$ cat config.mk
export PLATFORM = sky130hd
export DESIGN_NAME = read_buffer_error_history
export DESIGN_NICKNAME = d
export VERILOG_FILES = /design/src/verilog/rb_hist_pkg.sv /design/src/verilog/hist_dir_rom.sv /design/src/verilog/read_buffer_error_history.sv
export SDC_FILE = /design/constraint.sdc
export NUM_CORES = 1
export LEC_CHECK = 0
export BUFFER_PORTS_ARGS = -buffer_cell sky130_fd_sc_hd__buf_2
export CORE_MARGIN = 3
export CORE_UTILIZATION = 60
export CTS_BUF_LIST = sky130_fd_sc_hd__clkbuf_8 sky130_fd_sc_hd__clkbuf_16
export DETAILED_ROUTE_END_ITERATION = 8
export GPL_TIMING_DRIVEN = 0
export HOLD_SLACK_MARGIN = 0.06
export MAX_ROUTING_LAYER = met4
export PLACE_DENSITY = 0.86
export SYNTH_ARGS = -nofsm -noshare
export SYNTH_HDL_FRONTEND = slang
export SYNTH_HIERARCHICAL = 1
export SYNTH_SLANG_ARGS = --single-unit
export TNS_END_PERCENT = 50
$ cat constraint.sdc
create_clock -name core_clk -period 9 [get_ports core_clk]
set_clock_uncertainty 0.1 [all_clocks]
set_input_delay 0.9 -clock core_clk [delete_from_list [all_inputs] [get_ports core_clk]]
set_output_delay 0.9 -clock core_clk [all_outputs]
set_load 0.05 [all_outputs]
$ cat src/verilog/rb_hist_pkg.sv
// Constants shared by the buffer-read command block and its directory source.
// Assumes CDB fields are already parsed by the command front end.
package rb_hist_pkg;

  // Mode codes
  localparam logic [4:0] MODE_ECHO_READ = 5'h0a;
  localparam logic [4:0] MODE_EXP_ECHO  = 5'h1a;
  localparam logic [4:0] MODE_ERR_HIST  = 5'h1c;

  // Error-history buffer identifiers
  localparam logic [7:0] ID_DIR          = 8'h00;
  localparam logic [7:0] ID_DIR_SNAP     = 8'h01;
  localparam logic [7:0] ID_DIR_OWN      = 8'h02;
  localparam logic [7:0] ID_DIR_OWN_SNAP = 8'h03;
  localparam logic [7:0] ID_RSV1_LO      = 8'h04;
  localparam logic [7:0] ID_RSV1_HI      = 8'h0f;
  localparam logic [7:0] ID_HIST_LO      = 8'h10;
  localparam logic [7:0] ID_HIST_HI      = 8'hef;
  localparam logic [7:0] ID_RSV2_LO      = 8'hf0;
  localparam logic [7:0] ID_RSV2_HI      = 8'hfd;
  localparam logic [7:0] ID_CLR_OWN      = 8'hfe;
  localparam logic [7:0] ID_CLR_REL      = 8'hff;

  // Directory layout
  localparam int         DIR_HDR_BYTES   = 32;
  localparam int         DIR_ENTRY_BYTES = 8;
  localparam int         DIR_FIXED_IDS   = 4;
  localparam logic [7:0] DIR_VER_BYTE    = 8'h08;
  localparam logic [7:0] DIR_FLAG_BYTE   = 8'h09;
  localparam logic [7:0] DIR_LEN_MSB     = 8'h1e;
  localparam logic [7:0] DIR_LEN_LSB     = 8'h1f;
  localparam int         FLAG_CLR_SUP    = 0;
  localparam logic [23:0] HIST_OFF_MAX   = 24'h00ffff;

  // Completion status and sense
  localparam logic [7:0] ST_GOOD        = 8'h00;
  localparam logic [7:0] ST_CHECK       = 8'h02;
  localparam logic [3:0] SK_NONE        = 4'h0;
  localparam logic [3:0] SK_ILLEGAL     = 4'h5;
  localparam logic [7:0] ASC_NONE       = 8'h00;
  localparam logic [7:0] ASC_INV_FIELD  = 8'h24;
  localparam logic [7:0] ASCQ_INV_FIELD = 8'h00;
  localparam logic [7:0] ASC_OP_PROG    = 8'h00;
  localparam logic [7:0] ASCQ_OP_PROG   = 8'h16;

  typedef enum logic [0:0] {
    PH_IDLE = 1'b0,
    PH_SEND = 1'b1
  } phase_t;

endpackage

$ cat src/verilog/hist_dir_rom.sv
// Byte source for the error-history directory, addressed by byte index.
// Assumes directory size stays at most 256 bytes (NUM_HIST up to 24).
`timescale 1ns/1ps
`default_nettype none
module hist_dir_rom
  import rb_hist_pkg::*;
#(
  parameter int          NUM_HIST     = 4,
  parameter logic [23:0] HIST_MAX_LEN = 24'h001000,
  parameter logic [7:0]  VERSION      = 8'h01,
  // Vendor text value is arbitrary
  parameter logic [63:0] VENDOR_ID    = 64'h4142_4344_2020_2020
) (
  // Byte select
  input  wire logic [7:0] idx,
  // Directory byte
  output logic      [7:0] dir_byte
);
  localparam int          N_ENT    = DIR_FIXED_IDS + NUM_HIST;
  localparam logic [15:0] LIST_LEN = 16'(DIR_ENTRY_BYTES * N_ENT);
  localparam logic [31:0] DIR_SIZE = 32'(DIR_HDR_BYTES) + 32'(LIST_LEN);

  logic [7:0]  rel;
  logic [4:0]  ent;
  logic [2:0]  pos;
  logic [31:0] maxlen;
  logic [7:0]  ent_id;

  always_comb begin
    rel      = idx - 8'(DIR_HDR_BYTES);
    ent      = rel[7:3];
    pos      = rel[2:0];
    dir_byte = 8'h00;
    // Fixed ids report the directory itself as their content size
    maxlen   = (ent < 5'(DIR_FIXED_IDS)) ? DIR_SIZE : 32'(HIST_MAX_LEN);
    ent_id   = (ent < 5'(DIR_FIXED_IDS)) ? {3'h0, ent} :
               ID_HIST_LO + 8'(ent) - 8'(DIR_FIXED_IDS);
    if (idx < 8'h08) begin
      dir_byte = VENDOR_ID[8'(63) - {idx[2:0], 3'h0} -: 8];
    end else if (idx == DIR_VER_BYTE) begin
      dir_byte = VERSION;
    end else if (idx == DIR_FLAG_BYTE) begin
      dir_byte = 8'(1) << FLAG_CLR_SUP;
    end else if (idx == DIR_LEN_MSB) begin
      dir_byte = LIST_LEN[15:8]; // [RULE_11]
    end else if (idx == DIR_LEN_LSB) begin
      dir_byte = LIST_LEN[7:0]; // [RULE_11]
    end else if (idx >= 8'(DIR_HDR_BYTES) && 32'(idx) < DIR_SIZE) begin
      // One entry per supported id, list right after header [RULE_12]
      unique case (pos)
        3'd0:    dir_byte = ent_id; // [RULE_13]
        3'd4:    dir_byte = maxlen[31:24]; // [RULE_13]
        3'd5:    dir_byte = maxlen[23:16];
        3'd6:    dir_byte = maxlen[15:8];
        3'd7:    dir_byte = maxlen[7:0];
        default: dir_byte = 8'h00;
      endcase
    end
  end
endmodule
`default_nettype wire

$ cat src/verilog/read_buffer_error_history.sv
// Buffer-read command engine: echo reads and error-history actions.
// Assumes parsed CDB fields, a same-clock data-in sink with ready, and an
// asynchronous-read byte memory for echo and history snapshot content.
`timescale 1ns/1ps
`default_nettype none
//
// Contract
// RULE_01: Expander mode handled as echo read
// RULE_02: Echo read returns lesser of both lengths; code compares only cmd_alloc[7:0] with the echo length
// RULE_03: Ids 00-03 return directory, offset zero
// RULE_04: Ids 02/03 take history nexus ownership
// RULE_05: History ids stream snapshot from offset
// RULE_06: FE clears owner; FF also releases snapshot
// RULE_07: Foreign nexus with snapshot gets busy
// RULE_08: Bad offset gets invalid field
// RULE_09: Unsupported history id gets invalid field
// RULE_10: Permitted directory actions always return directory
// RULE_11: Directory length field is list size
// RULE_12: One entry per supported id
// RULE_13: Entry: id, zeros, big-endian max length
// RULE_14: History data never exceeds reported maximum
// RULE_15: Reserved ids get invalid field
module read_buffer_error_history
  import rb_hist_pkg::*;
#(
  parameter int          NEXUS_W      = 8,
  parameter int          NUM_HIST     = 4,
  parameter logic [23:0] HIST_MAX_LEN = 24'h001000
) (
  // Clock and reset
  input  wire logic               core_clk,
  input  wire logic               rst,
  // Command
  input  wire logic               cmd_valid,
  output logic                    cmd_ready,
  input  wire logic [4:0]         cmd_mode,
  input  wire logic [7:0]         cmd_buffer_id,
  input  wire logic [23:0]        cmd_offset,
  input  wire logic [23:0]        cmd_alloc,
  input  wire logic [NEXUS_W-1:0] cmd_nexus,
  // Echo buffer write record
  input  wire logic               echo_wr_valid,
  input  wire logic [7:0]         echo_wr_len,
  // Byte memory
  output logic [23:0]             mem_addr,
  output logic                    mem_hist,
  output logic [7:0]              mem_buf,
  input  wire logic [7:0]         mem_data,
  // Data-in stream
  output logic                    din_valid,
  output logic [7:0]              din_data,
  output logic                    din_last,
  input  wire logic               din_ready,
  // Completion
  output logic                    done,
  output logic [7:0]              status,
  output logic [3:0]              sense_key,
  output logic [7:0]              asc,
  output logic [7:0]              ascq,
  // Snapshot and ownership
  output logic                    snap_capture,
  output logic                    snap_release,
  output logic                    snap_valid,
  output logic                    owner_valid
);
  localparam logic [23:0] DIR_SIZE =
    24'(DIR_HDR_BYTES + DIR_ENTRY_BYTES * (DIR_FIXED_IDS + NUM_HIST));
  localparam logic [7:0] HIST_END = ID_HIST_LO + 8'(NUM_HIST);
  // Leading vendor text byte that the directory source sends first
  localparam logic [7:0] DIR_FIRST_BYTE = 8'h41;

  typedef struct packed {
    phase_t               phase;
    logic                 cmd_ready;
    logic                 din_valid;
    logic [7:0]           din_data;
    logic                 din_last;
    logic [23:0]          remain;
    logic [7:0]           idx;
    logic                 from_dir;
    logic [23:0]          mem_addr;
    logic                 mem_hist;
    logic [7:0]           mem_buf;
    logic                 done;
    logic [7:0]           status;
    logic [3:0]           sense_key;
    logic [7:0]           asc;
    logic [7:0]           ascq;
    logic                 owner_valid;
    logic [NEXUS_W-1:0]   owner_id;
    logic                 snap_valid;
    logic                 snap_capture;
    logic                 snap_release;
    logic                 echo_valid;
    logic [7:0]           echo_len;
  } st_t;

  st_t        s;
  st_t        next_s;
  logic [7:0] dir_byte;

  function automatic logic [23:0] min24(input logic [23:0] a,
                                        input logic [23:0] b);
    min24 = (a < b) ? a : b;
  endfunction

  hist_dir_rom #(
    .NUM_HIST     (NUM_HIST),
    .HIST_MAX_LEN (HIST_MAX_LEN)
  ) u_dir (
    .idx      (s.idx),
    .dir_byte (dir_byte)
  );

  // Command classification
  logic accept;
  logic is_hist_mode;
  logic is_echo_mode;
  logic id_dir;
  logic id_hist;
  logic id_hist_ok;
  logic id_rsv;
  logic constrained;
  logic locked;
  logic off_bad;
  logic hist_err;
  logic go;

  assign accept       = cmd_valid && s.cmd_ready;
  assign is_hist_mode = cmd_mode == MODE_ERR_HIST;
  // Expander mode shares the echo path exactly [RULE_01]
  assign is_echo_mode = cmd_mode == MODE_ECHO_READ ||
                        cmd_mode == MODE_EXP_ECHO; // [RULE_01]
  assign id_dir       = cmd_buffer_id <= ID_DIR_OWN_SNAP;
  assign id_hist      = cmd_buffer_id >= ID_HIST_LO &&
                        cmd_buffer_id <= ID_HIST_HI;
  assign id_hist_ok   = id_hist && cmd_buffer_id < HIST_END;
  assign id_rsv       = (cmd_buffer_id >= ID_RSV1_LO &&
                         cmd_buffer_id <= ID_RSV1_HI) ||
                        (cmd_buffer_id >= ID_RSV2_LO &&
                         cmd_buffer_id <= ID_RSV2_HI);
  assign constrained  = cmd_buffer_id != ID_DIR_OWN &&
                        cmd_buffer_id != ID_DIR_OWN_SNAP; // [RULE_04]
  assign locked       = constrained && s.owner_valid &&
                        s.owner_id != cmd_nexus && s.snap_valid; // [RULE_07]
  // Offset must sit inside the snapshot, or be zero for the directory
  assign off_bad      = id_dir ? (cmd_offset != 24'h000000) : // [RULE_03]
                        id_hist_ok && (cmd_offset > HIST_OFF_MAX ||
                        cmd_offset >= HIST_MAX_LEN); // [RULE_08]
  assign hist_err     = locked || id_rsv || (id_hist && !id_hist_ok) ||
                        off_bad;
  assign go           = accept && is_hist_mode && !hist_err;

  always_comb begin
    next_s              = s;
    next_s.done         = 1'b0;
    next_s.snap_capture = 1'b0;
    next_s.snap_release = 1'b0;
    if (echo_wr_valid) begin
      next_s.echo_valid = 1'b1;
      next_s.echo_len   = echo_wr_len;
    end
    unique case (s.phase)
      PH_IDLE: begin
        if (accept) begin
          next_s.status    = ST_GOOD;
          next_s.sense_key = SK_NONE;
          next_s.asc       = ASC_NONE;
          next_s.ascq      = ASC_NONE;
          next_s.idx       = 8'h00;
          next_s.mem_addr  = 24'h000000;
          next_s.mem_hist  = 1'b0;
          next_s.mem_buf   = cmd_buffer_id;
          next_s.from_dir  = 1'b0;
          next_s.remain    = 24'h000000;
          next_s.phase     = PH_SEND;
          if (is_echo_mode && s.echo_valid) begin
            // Upper allocation bytes do not count in echo mode
            next_s.remain = min24({16'h0000, cmd_alloc[7:0]},
                                  {16'h0000, s.echo_len}); // [RULE_02]
          end else if (is_hist_mode && locked) begin
            next_s.phase     = PH_IDLE;
            next_s.done      = 1'b1;
            next_s.status    = ST_CHECK; // [RULE_07]
            next_s.sense_key = SK_ILLEGAL;
            next_s.asc       = ASC_OP_PROG;
            next_s.ascq      = ASCQ_OP_PROG;
          end else if (!is_hist_mode || hist_err) begin
            // Reserved, unsupported, bad offset, unknown mode, or echo read before any echo write
            next_s.phase     = PH_IDLE;
            next_s.done      = 1'b1;
            next_s.status    = ST_CHECK; // [RULE_08] [RULE_09] [RULE_15]
            next_s.sense_key = SK_ILLEGAL;
            next_s.asc       = ASC_INV_FIELD;
            next_s.ascq      = ASCQ_INV_FIELD;
          end else if (id_dir) begin
            next_s.from_dir = 1'b1;
            next_s.remain   = min24(cmd_alloc, DIR_SIZE); // [RULE_10]
            if (cmd_buffer_id[0]) begin
              next_s.snap_capture = 1'b1; // [RULE_03]
              next_s.snap_valid   = 1'b1;
            end
            if (cmd_buffer_id[1]) begin
              next_s.owner_valid = 1'b1; // [RULE_04]
              next_s.owner_id    = cmd_nexus;
            end
          end else if (id_hist_ok) begin
            next_s.mem_hist = 1'b1; // [RULE_05]
            next_s.mem_addr = cmd_offset;
            next_s.remain   = min24(cmd_alloc,
                                    HIST_MAX_LEN - cmd_offset); // [RULE_14]
          end else begin
            next_s.owner_valid = 1'b0; // [RULE_06]
            if (cmd_buffer_id == ID_CLR_REL) begin
              next_s.snap_release = 1'b1; // [RULE_06]
              next_s.snap_valid   = 1'b0;
            end
          end
        end
      end
      PH_SEND: begin
        if (!s.din_valid || din_ready) begin
          if (s.remain != 24'h000000) begin
            next_s.din_valid = 1'b1;
            next_s.din_data  = s.from_dir ? dir_byte : mem_data;
            next_s.din_last  = s.remain == 24'h000001;
            next_s.remain    = s.remain - 24'h000001;
            next_s.idx       = s.idx + 8'h01;
            next_s.mem_addr  = s.mem_addr + 24'h000001;
          end else begin
            next_s.din_valid = 1'b0;
            next_s.din_last  = 1'b0;
            next_s.done      = 1'b1;
            next_s.phase     = PH_IDLE;
          end
        end
      end
    endcase
    next_s.cmd_ready = (next_s.phase == PH_IDLE) && !accept;
  end

  always_ff @(posedge core_clk) begin
    if (rst) begin
      s <= '0;
    end else begin
      s <= next_s;
    end
  end

  assign cmd_ready    = s.cmd_ready;
  assign mem_addr     = s.mem_addr;
  assign mem_hist     = s.mem_hist;
  assign mem_buf      = s.mem_buf;
  assign din_valid    = s.din_valid;
  assign din_data     = s.din_data;
  assign din_last     = s.din_last;
  assign done         = s.done;
  assign status       = s.status;
  assign sense_key    = s.sense_key;
  assign asc          = s.asc;
  assign ascq         = s.ascq;
  assign snap_capture = s.snap_capture;
  assign snap_release = s.snap_release;
  assign snap_valid   = s.snap_valid;
  assign owner_valid  = s.owner_valid;

  exp_echo_path_a: assert property ( // [RULE_01]
    @(posedge core_clk) disable iff (rst)
    accept && cmd_mode == MODE_EXP_ECHO && s.echo_valid |=>
      s.phase == PH_SEND && !s.from_dir && !s.mem_hist && !s.done)
    else $error("expander mode not handled as echo read");

  echo_len_min_a: assert property ( // [RULE_02]
    @(posedge core_clk) disable iff (rst)
    accept && is_echo_mode && s.echo_valid |=>
      s.remain == min24({16'h0000, $past(cmd_alloc[7:0])},
                        {16'h0000, $past(s.echo_len)}))
    else $error("echo length is not the lesser value");

  dir_offset_a: assert property ( // [RULE_03]
    @(posedge core_clk) disable iff (rst)
    accept && is_hist_mode && id_dir && !locked &&
    cmd_offset != 24'h000000 |=>
      s.done && s.status == ST_CHECK && s.asc == ASC_INV_FIELD)
    else $error("directory with nonzero offset accepted");

  snap_take_a: assert property ( // [RULE_03]
    @(posedge core_clk) disable iff (rst)
    go && id_dir && cmd_buffer_id[0] |=>
      s.snap_capture && s.snap_valid ##1 !s.snap_capture)
    else $error("snapshot not captured");

  owner_take_a: assert property ( // [RULE_04]
    @(posedge core_clk) disable iff (rst)
    go && !constrained |=>
      s.owner_valid && s.owner_id == $past(cmd_nexus))
    else $error("ownership not taken");

  owner_clear_a: assert property ( // [RULE_06]
    @(posedge core_clk) disable iff (rst)
    go && cmd_buffer_id == ID_CLR_REL |=>
      !s.owner_valid && !s.snap_valid && s.snap_release ##1 s.done)
    else $error("clear and release failed");

  foreign_busy_a: assert property ( // [RULE_07]
    @(posedge core_clk) disable iff (rst)
    accept && is_hist_mode && locked |=>
      s.done && s.sense_key == SK_ILLEGAL && s.asc == ASC_OP_PROG &&
      s.ascq == ASCQ_OP_PROG && $stable(s.owner_id))
    else $error("foreign nexus not rejected as busy");

  unsupported_a: assert property ( // [RULE_09]
    @(posedge core_clk) disable iff (rst)
    accept && is_hist_mode && !locked && id_hist && !id_hist_ok |=>
      s.done && s.status == ST_CHECK && s.asc == ASC_INV_FIELD)
    else $error("unsupported history id accepted");

  hist_bound_a: assert property ( // [RULE_14]
    @(posedge core_clk) disable iff (rst)
    s.phase == PH_SEND && s.mem_hist |->
      {1'b0, s.mem_addr} + {1'b0, s.remain} <= {1'b0, HIST_MAX_LEN})
    else $error("history read past reported maximum");

  dir_return_a: assert property ( // [RULE_10]
    @(posedge core_clk) disable iff (rst)
    go && id_dir && cmd_alloc != 24'h000000 |=>
      s.from_dir ##1 s.din_valid && s.din_data == DIR_FIRST_BYTE)
    else $error("directory not returned");
endmodule
`default_nettype wire

# Word level (Yosys, flattened, before mapping)
# Index checks and enable logic that the tools add are counted.
# W data, S select, Z words.
# word_totals
regBits	128
input_bits	90
word_cells	178
# op_classes
addsub	8
n_lt_le_gt_ge	17
eq_ne	22
shift	1
n_mux	60
bitwise_logic	7
reduce_logical	40
# ops
op	count
$mux W24	9
$mux W107	1
$mux W8	10
$mux W26	3
$shiftx A71 B9 Y8 const A	1
$mux W32	2
$pmux W32 S2	1
$mux W29	2
$mux W25	2
$pmux W24 S2	1
$reduce_bool A24 Y1	2
$mux W41	1
$pmux W8 S5	1
$add A24 B1 Y24 const B	1
$eq A24 B1 Y1 const B	1
$ge A24 B13 Y1 const B	1
$gt A24 B16 Y1 const B	1
$lt A24 B24 Y1	1
$lt A24 B7 Y1 const B	1
$mux W12	2
$sub A13 B24 Y24 const A	1
$sub A24 B1 Y24 const B	1
$mux W1	20
$eq A8 B4 Y1 const B	2
42 further kinds	87

# Logic depth before layout (Yosys ltp)
# depth
depth_word	16
mapped_depth	17
ltp_nobuf	16

# Hierarchy
# The synthesis kept the hierarchy.
# modules_own_cells
module	n_inst	cells_per_inst	area_each_um2
read_buffer_error_history	1	919	7275.7
hist_dir_rom	1	57	430.4

# Least setup slack after synthesis
# No wires, ideal clock.
# synth_timing
path_type	input-to-reg
from	input port cmd_offset[8]
to	register s[99] (netlist bit)
arrival_time_ps	4528
required_time_ps	8784
setup_slack_ps	4255
cell_stages	15
path_buffers	1
path_cell_list	or4_1 or2_2 o31ai_1 nand2b_1 nor4_1 xor2_1 ha_1 a21oi_1 o21ai_0 a221oi_1 inv_1 nor2_1 clkbuf_1 o21ai_0 a31o_2
# synth_between
elab_chain_cells	11
# synth_rtl
item	line_no	source
start, declared	read_buffer_error_history.sv:38	input wire logic [23:0] cmd_offset,
parallel branches: the longest is 6 deep, another holds $sub A13 B24 Y24	--	
$mux W24 *	read_buffer_error_history.sv:188	end else if (!is_hist_mode || hist_err) begin
$mux W24 *	read_buffer_error_history.sv:181	end else if (is_hist_mode && locked) begin
$mux W24 *	read_buffer_error_history.sv:177	if (is_echo_mode && s.echo_valid) begin
$mux W107 *	read_buffer_error_history.sv:165	if (accept) begin
$pmux W32 S2 *	read_buffer_error_history.sv:163	unique case (s.phase)
end signal, assigned	read_buffer_error_history.sv:246	s <= next_s;
end, declared	read_buffer_error_history.sv:98	st_t s;
# Every way passes the cells marked *. The select of a mux whose other input is x is not followed.
# A chain may end at the register's enable or synchronous reset.

# Worst setup path after layout
# layout_timing
from	input port cmd_offset[8]
to	register s[98] (netlist bit)
# The elaborated chain is that of the path after synthesis.

==> summary.md <==
| Metric | Value |
|---|---|
| Status | `complete, no violations` |
| Overall power | `1190 uW` |
| Grt ovf | `0` |
| Post-Synthesis Cells | `976` |
| Die Y | `119 microns` |
| DRC viols | `0` |
| DR iter-0 viols | `923` |
| Top cell type's share of synthesized area | `26.8%` |
| Sequential area share after synthesis | `26.8%` |
| Fraction of registers with async set/reset | `0%` |
| CTS root buffer | `clkbuf_16` |
| Max Fanout on Critical Path | `10` |
| Fin crit period | `5.66 ns` |
| CP cell instances | `buf_2 -> or4_1 -> or2_2 -> o31ai_1 -> nand2_1 -> xnor2_1 -> ha_1 -> nand4_1 -> nor4_1 -> a32o_1 -> o31ai_1 -> nand2_1 -> o311ai_0 -> a21oi_1` |
| Vias | `8007` |
| Slowest CP cell | `o31ai_1` |
| Layout cells sized above 1 | `24.0%` |
| Count of final setup violators | `0` |
| Die Width | `119 microns` |
| Slew HR | `17.3%` |
| Max_cap viols | `0` |
| PwrDens | `132 mW/mm^2` |
| Tightest Hold Check Type | `reg -> reg` |
| Post-synth cell types | `95` |
| Clock slew at reported path FFs | `roughly 0.070 ns` |
| Startpoint types | `input port` |
| CP Data Required Time | `9.13 ns` |
| Drt pass-1 iters | `6` |
| Top cells by area, synth | `dfxtp_1 (27%), ha_1 (7.0%), buf_4 (6.7%)` |
| Final wirelength | `23300 microns` |
| Worst reg2reg path depth | `9` |
| Hold Path End | `mem_buf[7]$_SDFFE_PP0P_` |
| Antenna Cells | `0` |
| Clock buffer count from CTS | `9` |
| Yosys warning count | `6` |
| Top cells by count, synth | `dfxtp_1 (103), nor2_1 (97), nand2_1 (94), buf_4 (69), a21oi_1 (64)` |
| Worst path top cell family by delay | `compound AO/OA/AOI/OAI gates` |
| Area leader, netlist | `dfxtp_1` |
| Clock latency on the worst-skew pair | `0.36 ns` |
| Worst reg-to-reg setup slack | `around 5.6 ns` |
| Crit path DAT | `5.80 ns` |
| Initial antenna violation count | `0` |
| Fin. Hold Viols | `0` |
| CTS resizes | `0` |
| Register bit total from synthesis | `103` |
| Max-slew violations | `0` |
| Initial Util | `62.8%` |
| CTS Sinks | `around 100` |
| Die ar. | `about 0.014 sq mm` |
| Area after DPL | `slightly below 0.009 sq mm` |
| FF-to-FF Start | `s[105]$_SDFFE_PP0P_` |
| HPWL after DPL | `17500 microns` |
| Final ANT Viol Nets | `0` |
| Layout Area Growth over Synthesis | `17.8%` |
| CTS Buffer Depth | `2` |
| Post-cts hold buffer count | `0` |
| Core box area | `about 0.012 sq mm` |
| Crit end category | `flip-flop` |
| Hold_sp | `mem_buf[7]$_SDFFE_PP0P_` |
| Layout Nets | `1284` |
| Setup Fix Bufs, Post-CTS | `0` |
| Final instance area | `0.00907 sq mm` |
| GPL Wtd Cong | `~0.98` |
| Buffers on Ports | `roughly 150` |
| Top_reg_cell synth | `dfxtp_1` |
| Fin Setup TNS | `0 ns` |
| Via/cell ratio | `6.05` |
| Final period util | `between 60% and 70%` |
| Most common cell in the netlist | `dfxtp_1` |
| Critical path's largest stage delay | `0.98 ns` |
| Total track usage | `about a third` |
| Largest net degree at the start of global routing | `17` |
| Crit path kind | `in -> reg` |
| WL/cell | `roughly 18 microns` |
| CTS H-Tree Depth | `3` |
| Pleak | `0.00392 uW` |
| Max IR drop VDD | `between 0.0001 and 0.00015 V` |
| Worst path bufs/invs | `1` |
| Global-route wire length before repair | `36600 microns` |
| Max Freq | `between 0.15 and 0.2 GHz` |
| Syn Area/Cell | `7.90 sq um` |
| Post-Syn Area | `0.00771 sq mm` |
| Unrepaired setup endpoints after global routing | `false` |
| Worst slew pin tran | `1.23 ns` |
| CTS tree | `built` |
| Worst R2R End | `s[113]$_SDFFE_PP0P_` |
| Post-synth EDFFs | `0` |
| Hold depth | `2` |
| Row cnt | `40` |
| Vias in the first global route | `7244` |
| IO Pins | `roughly 170` |
per-stage QoR:
step | worst slack (ns) | cells | hold slack, ns | util, %
CTS | 3.56 | 1324 | 0.356 | 74.0
global route | 2.99 | 1324 | 0.379 | 74.0
finish | 3.34 | 1324 | 0.356 | 74.0
global placement | 3.22 | 1308 | 0.344 | 71.1
detailed placement | 3.20 | 1308 | 0.347 | 71.1
floorplan | 4.26 | 995 | 0.334 | -
kinds of logic (layout without fill, tap and decap cells):
group	count (synthesis)	after routing	synth area share, %
AO/OA/AOI/OAI	228	228	20.4
XOR/XNOR	53	53	6.02
adder cells (fa/ha/maj)	43	43	6.98
buffers and inverters	143	304	11.3
flip-flops	103	103	26.8
multiplexers	32	32	4.24
other	2	21	0.0975
AND/OR/NAND/NOR	372	372	24.1
how the worst max path moves through the flow:
stage                   from  slack [ns]            endpoint  cells past startpoint
5_1_grt        cmd_offset[0]        2.99  s[98]$_SDFFE_PP0P_                     16
4_1_cts        cmd_offset[0]        3.56  s[98]$_SDFFE_PP0P_                     16
6_report       cmd_offset[8]        3.34  s[98]$_SDFFE_PP0P_                     14
3_5_place_dp   cmd_offset[0]        3.20  s[98]$_SDFFE_PP0P_                     16
2_1_floorplan  cmd_offset[8]        4.26  s[99]$_SDFFE_PP0P_                     15
3_3_place_gp   cmd_offset[0]        3.22  s[98]$_SDFFE_PP0P_                     16
cells in the final DEF, fill, tap and decap left out, drive strengths merged, types with 19 or more instances in the layout:
cell type  netlist  final
nand4           19     19
o21ai           42     42
a21oi           65     65
buf             73    218
inv             29     30
ha              43     43
nor2            97     97
xor2            26     26
nand2           94     94
xnor2           27     27
mux2i           27     27
dfxtp          103    103
nand3           38     38
conb             2     21
clkbuf          38     47
nor3            35     35
per-layer routing:
| metal | vias up | track usage (%) | part of all wire, % |
|---|---|---|---|
| met5 | - | - | 0 |
| met4 | 0 | 12.7 | 3.4 |
| met3 | 68 | 6.98 | 11 |
| met2 | 475 | 50.7 | 45 |
| met1 | 3657 | 41.7 | 41 |
| li1 | 3807 | - | - |
worst reg2reg max path, delay by kind of cell, from the launching register on:
family | cells | cell delay, ns
buffers and inverters | 3 | 1.12
AOI/OAI and AO/OA | 3 | 0.45
DFF | 1 | 0.36
and+or+nand+nor | 3 | 1.20
layout make-up:
cell class / count / area (sq um)
fill: 1009 / 3190
sequential: 103 / 2060
clock inverter: 7 / 136
buffer: 114 / 766
tap: 168 / 210
inverter: 29 / 109
multi-input combinational: 749 / 4840
clock buffer: 9 / 225
timing repair buffer: 145 / 726
state kept, by name, indices dropped and copies added (netlist names), 8 cells and up:
name and cells:
din_data 8, mem_addr 24, s 51, mem_buf 8
report_power, final:
part / switching (uW) / internal (uW) / leakage (uW) / total [uW]
registers: 7.96 / 463 / 0.000834 / 471
clock network: 185 / 299 / 0.000177 / 484
logic: 155 / 83.4 / 0.00291 / 239
(Power assumes the default switching activity.)
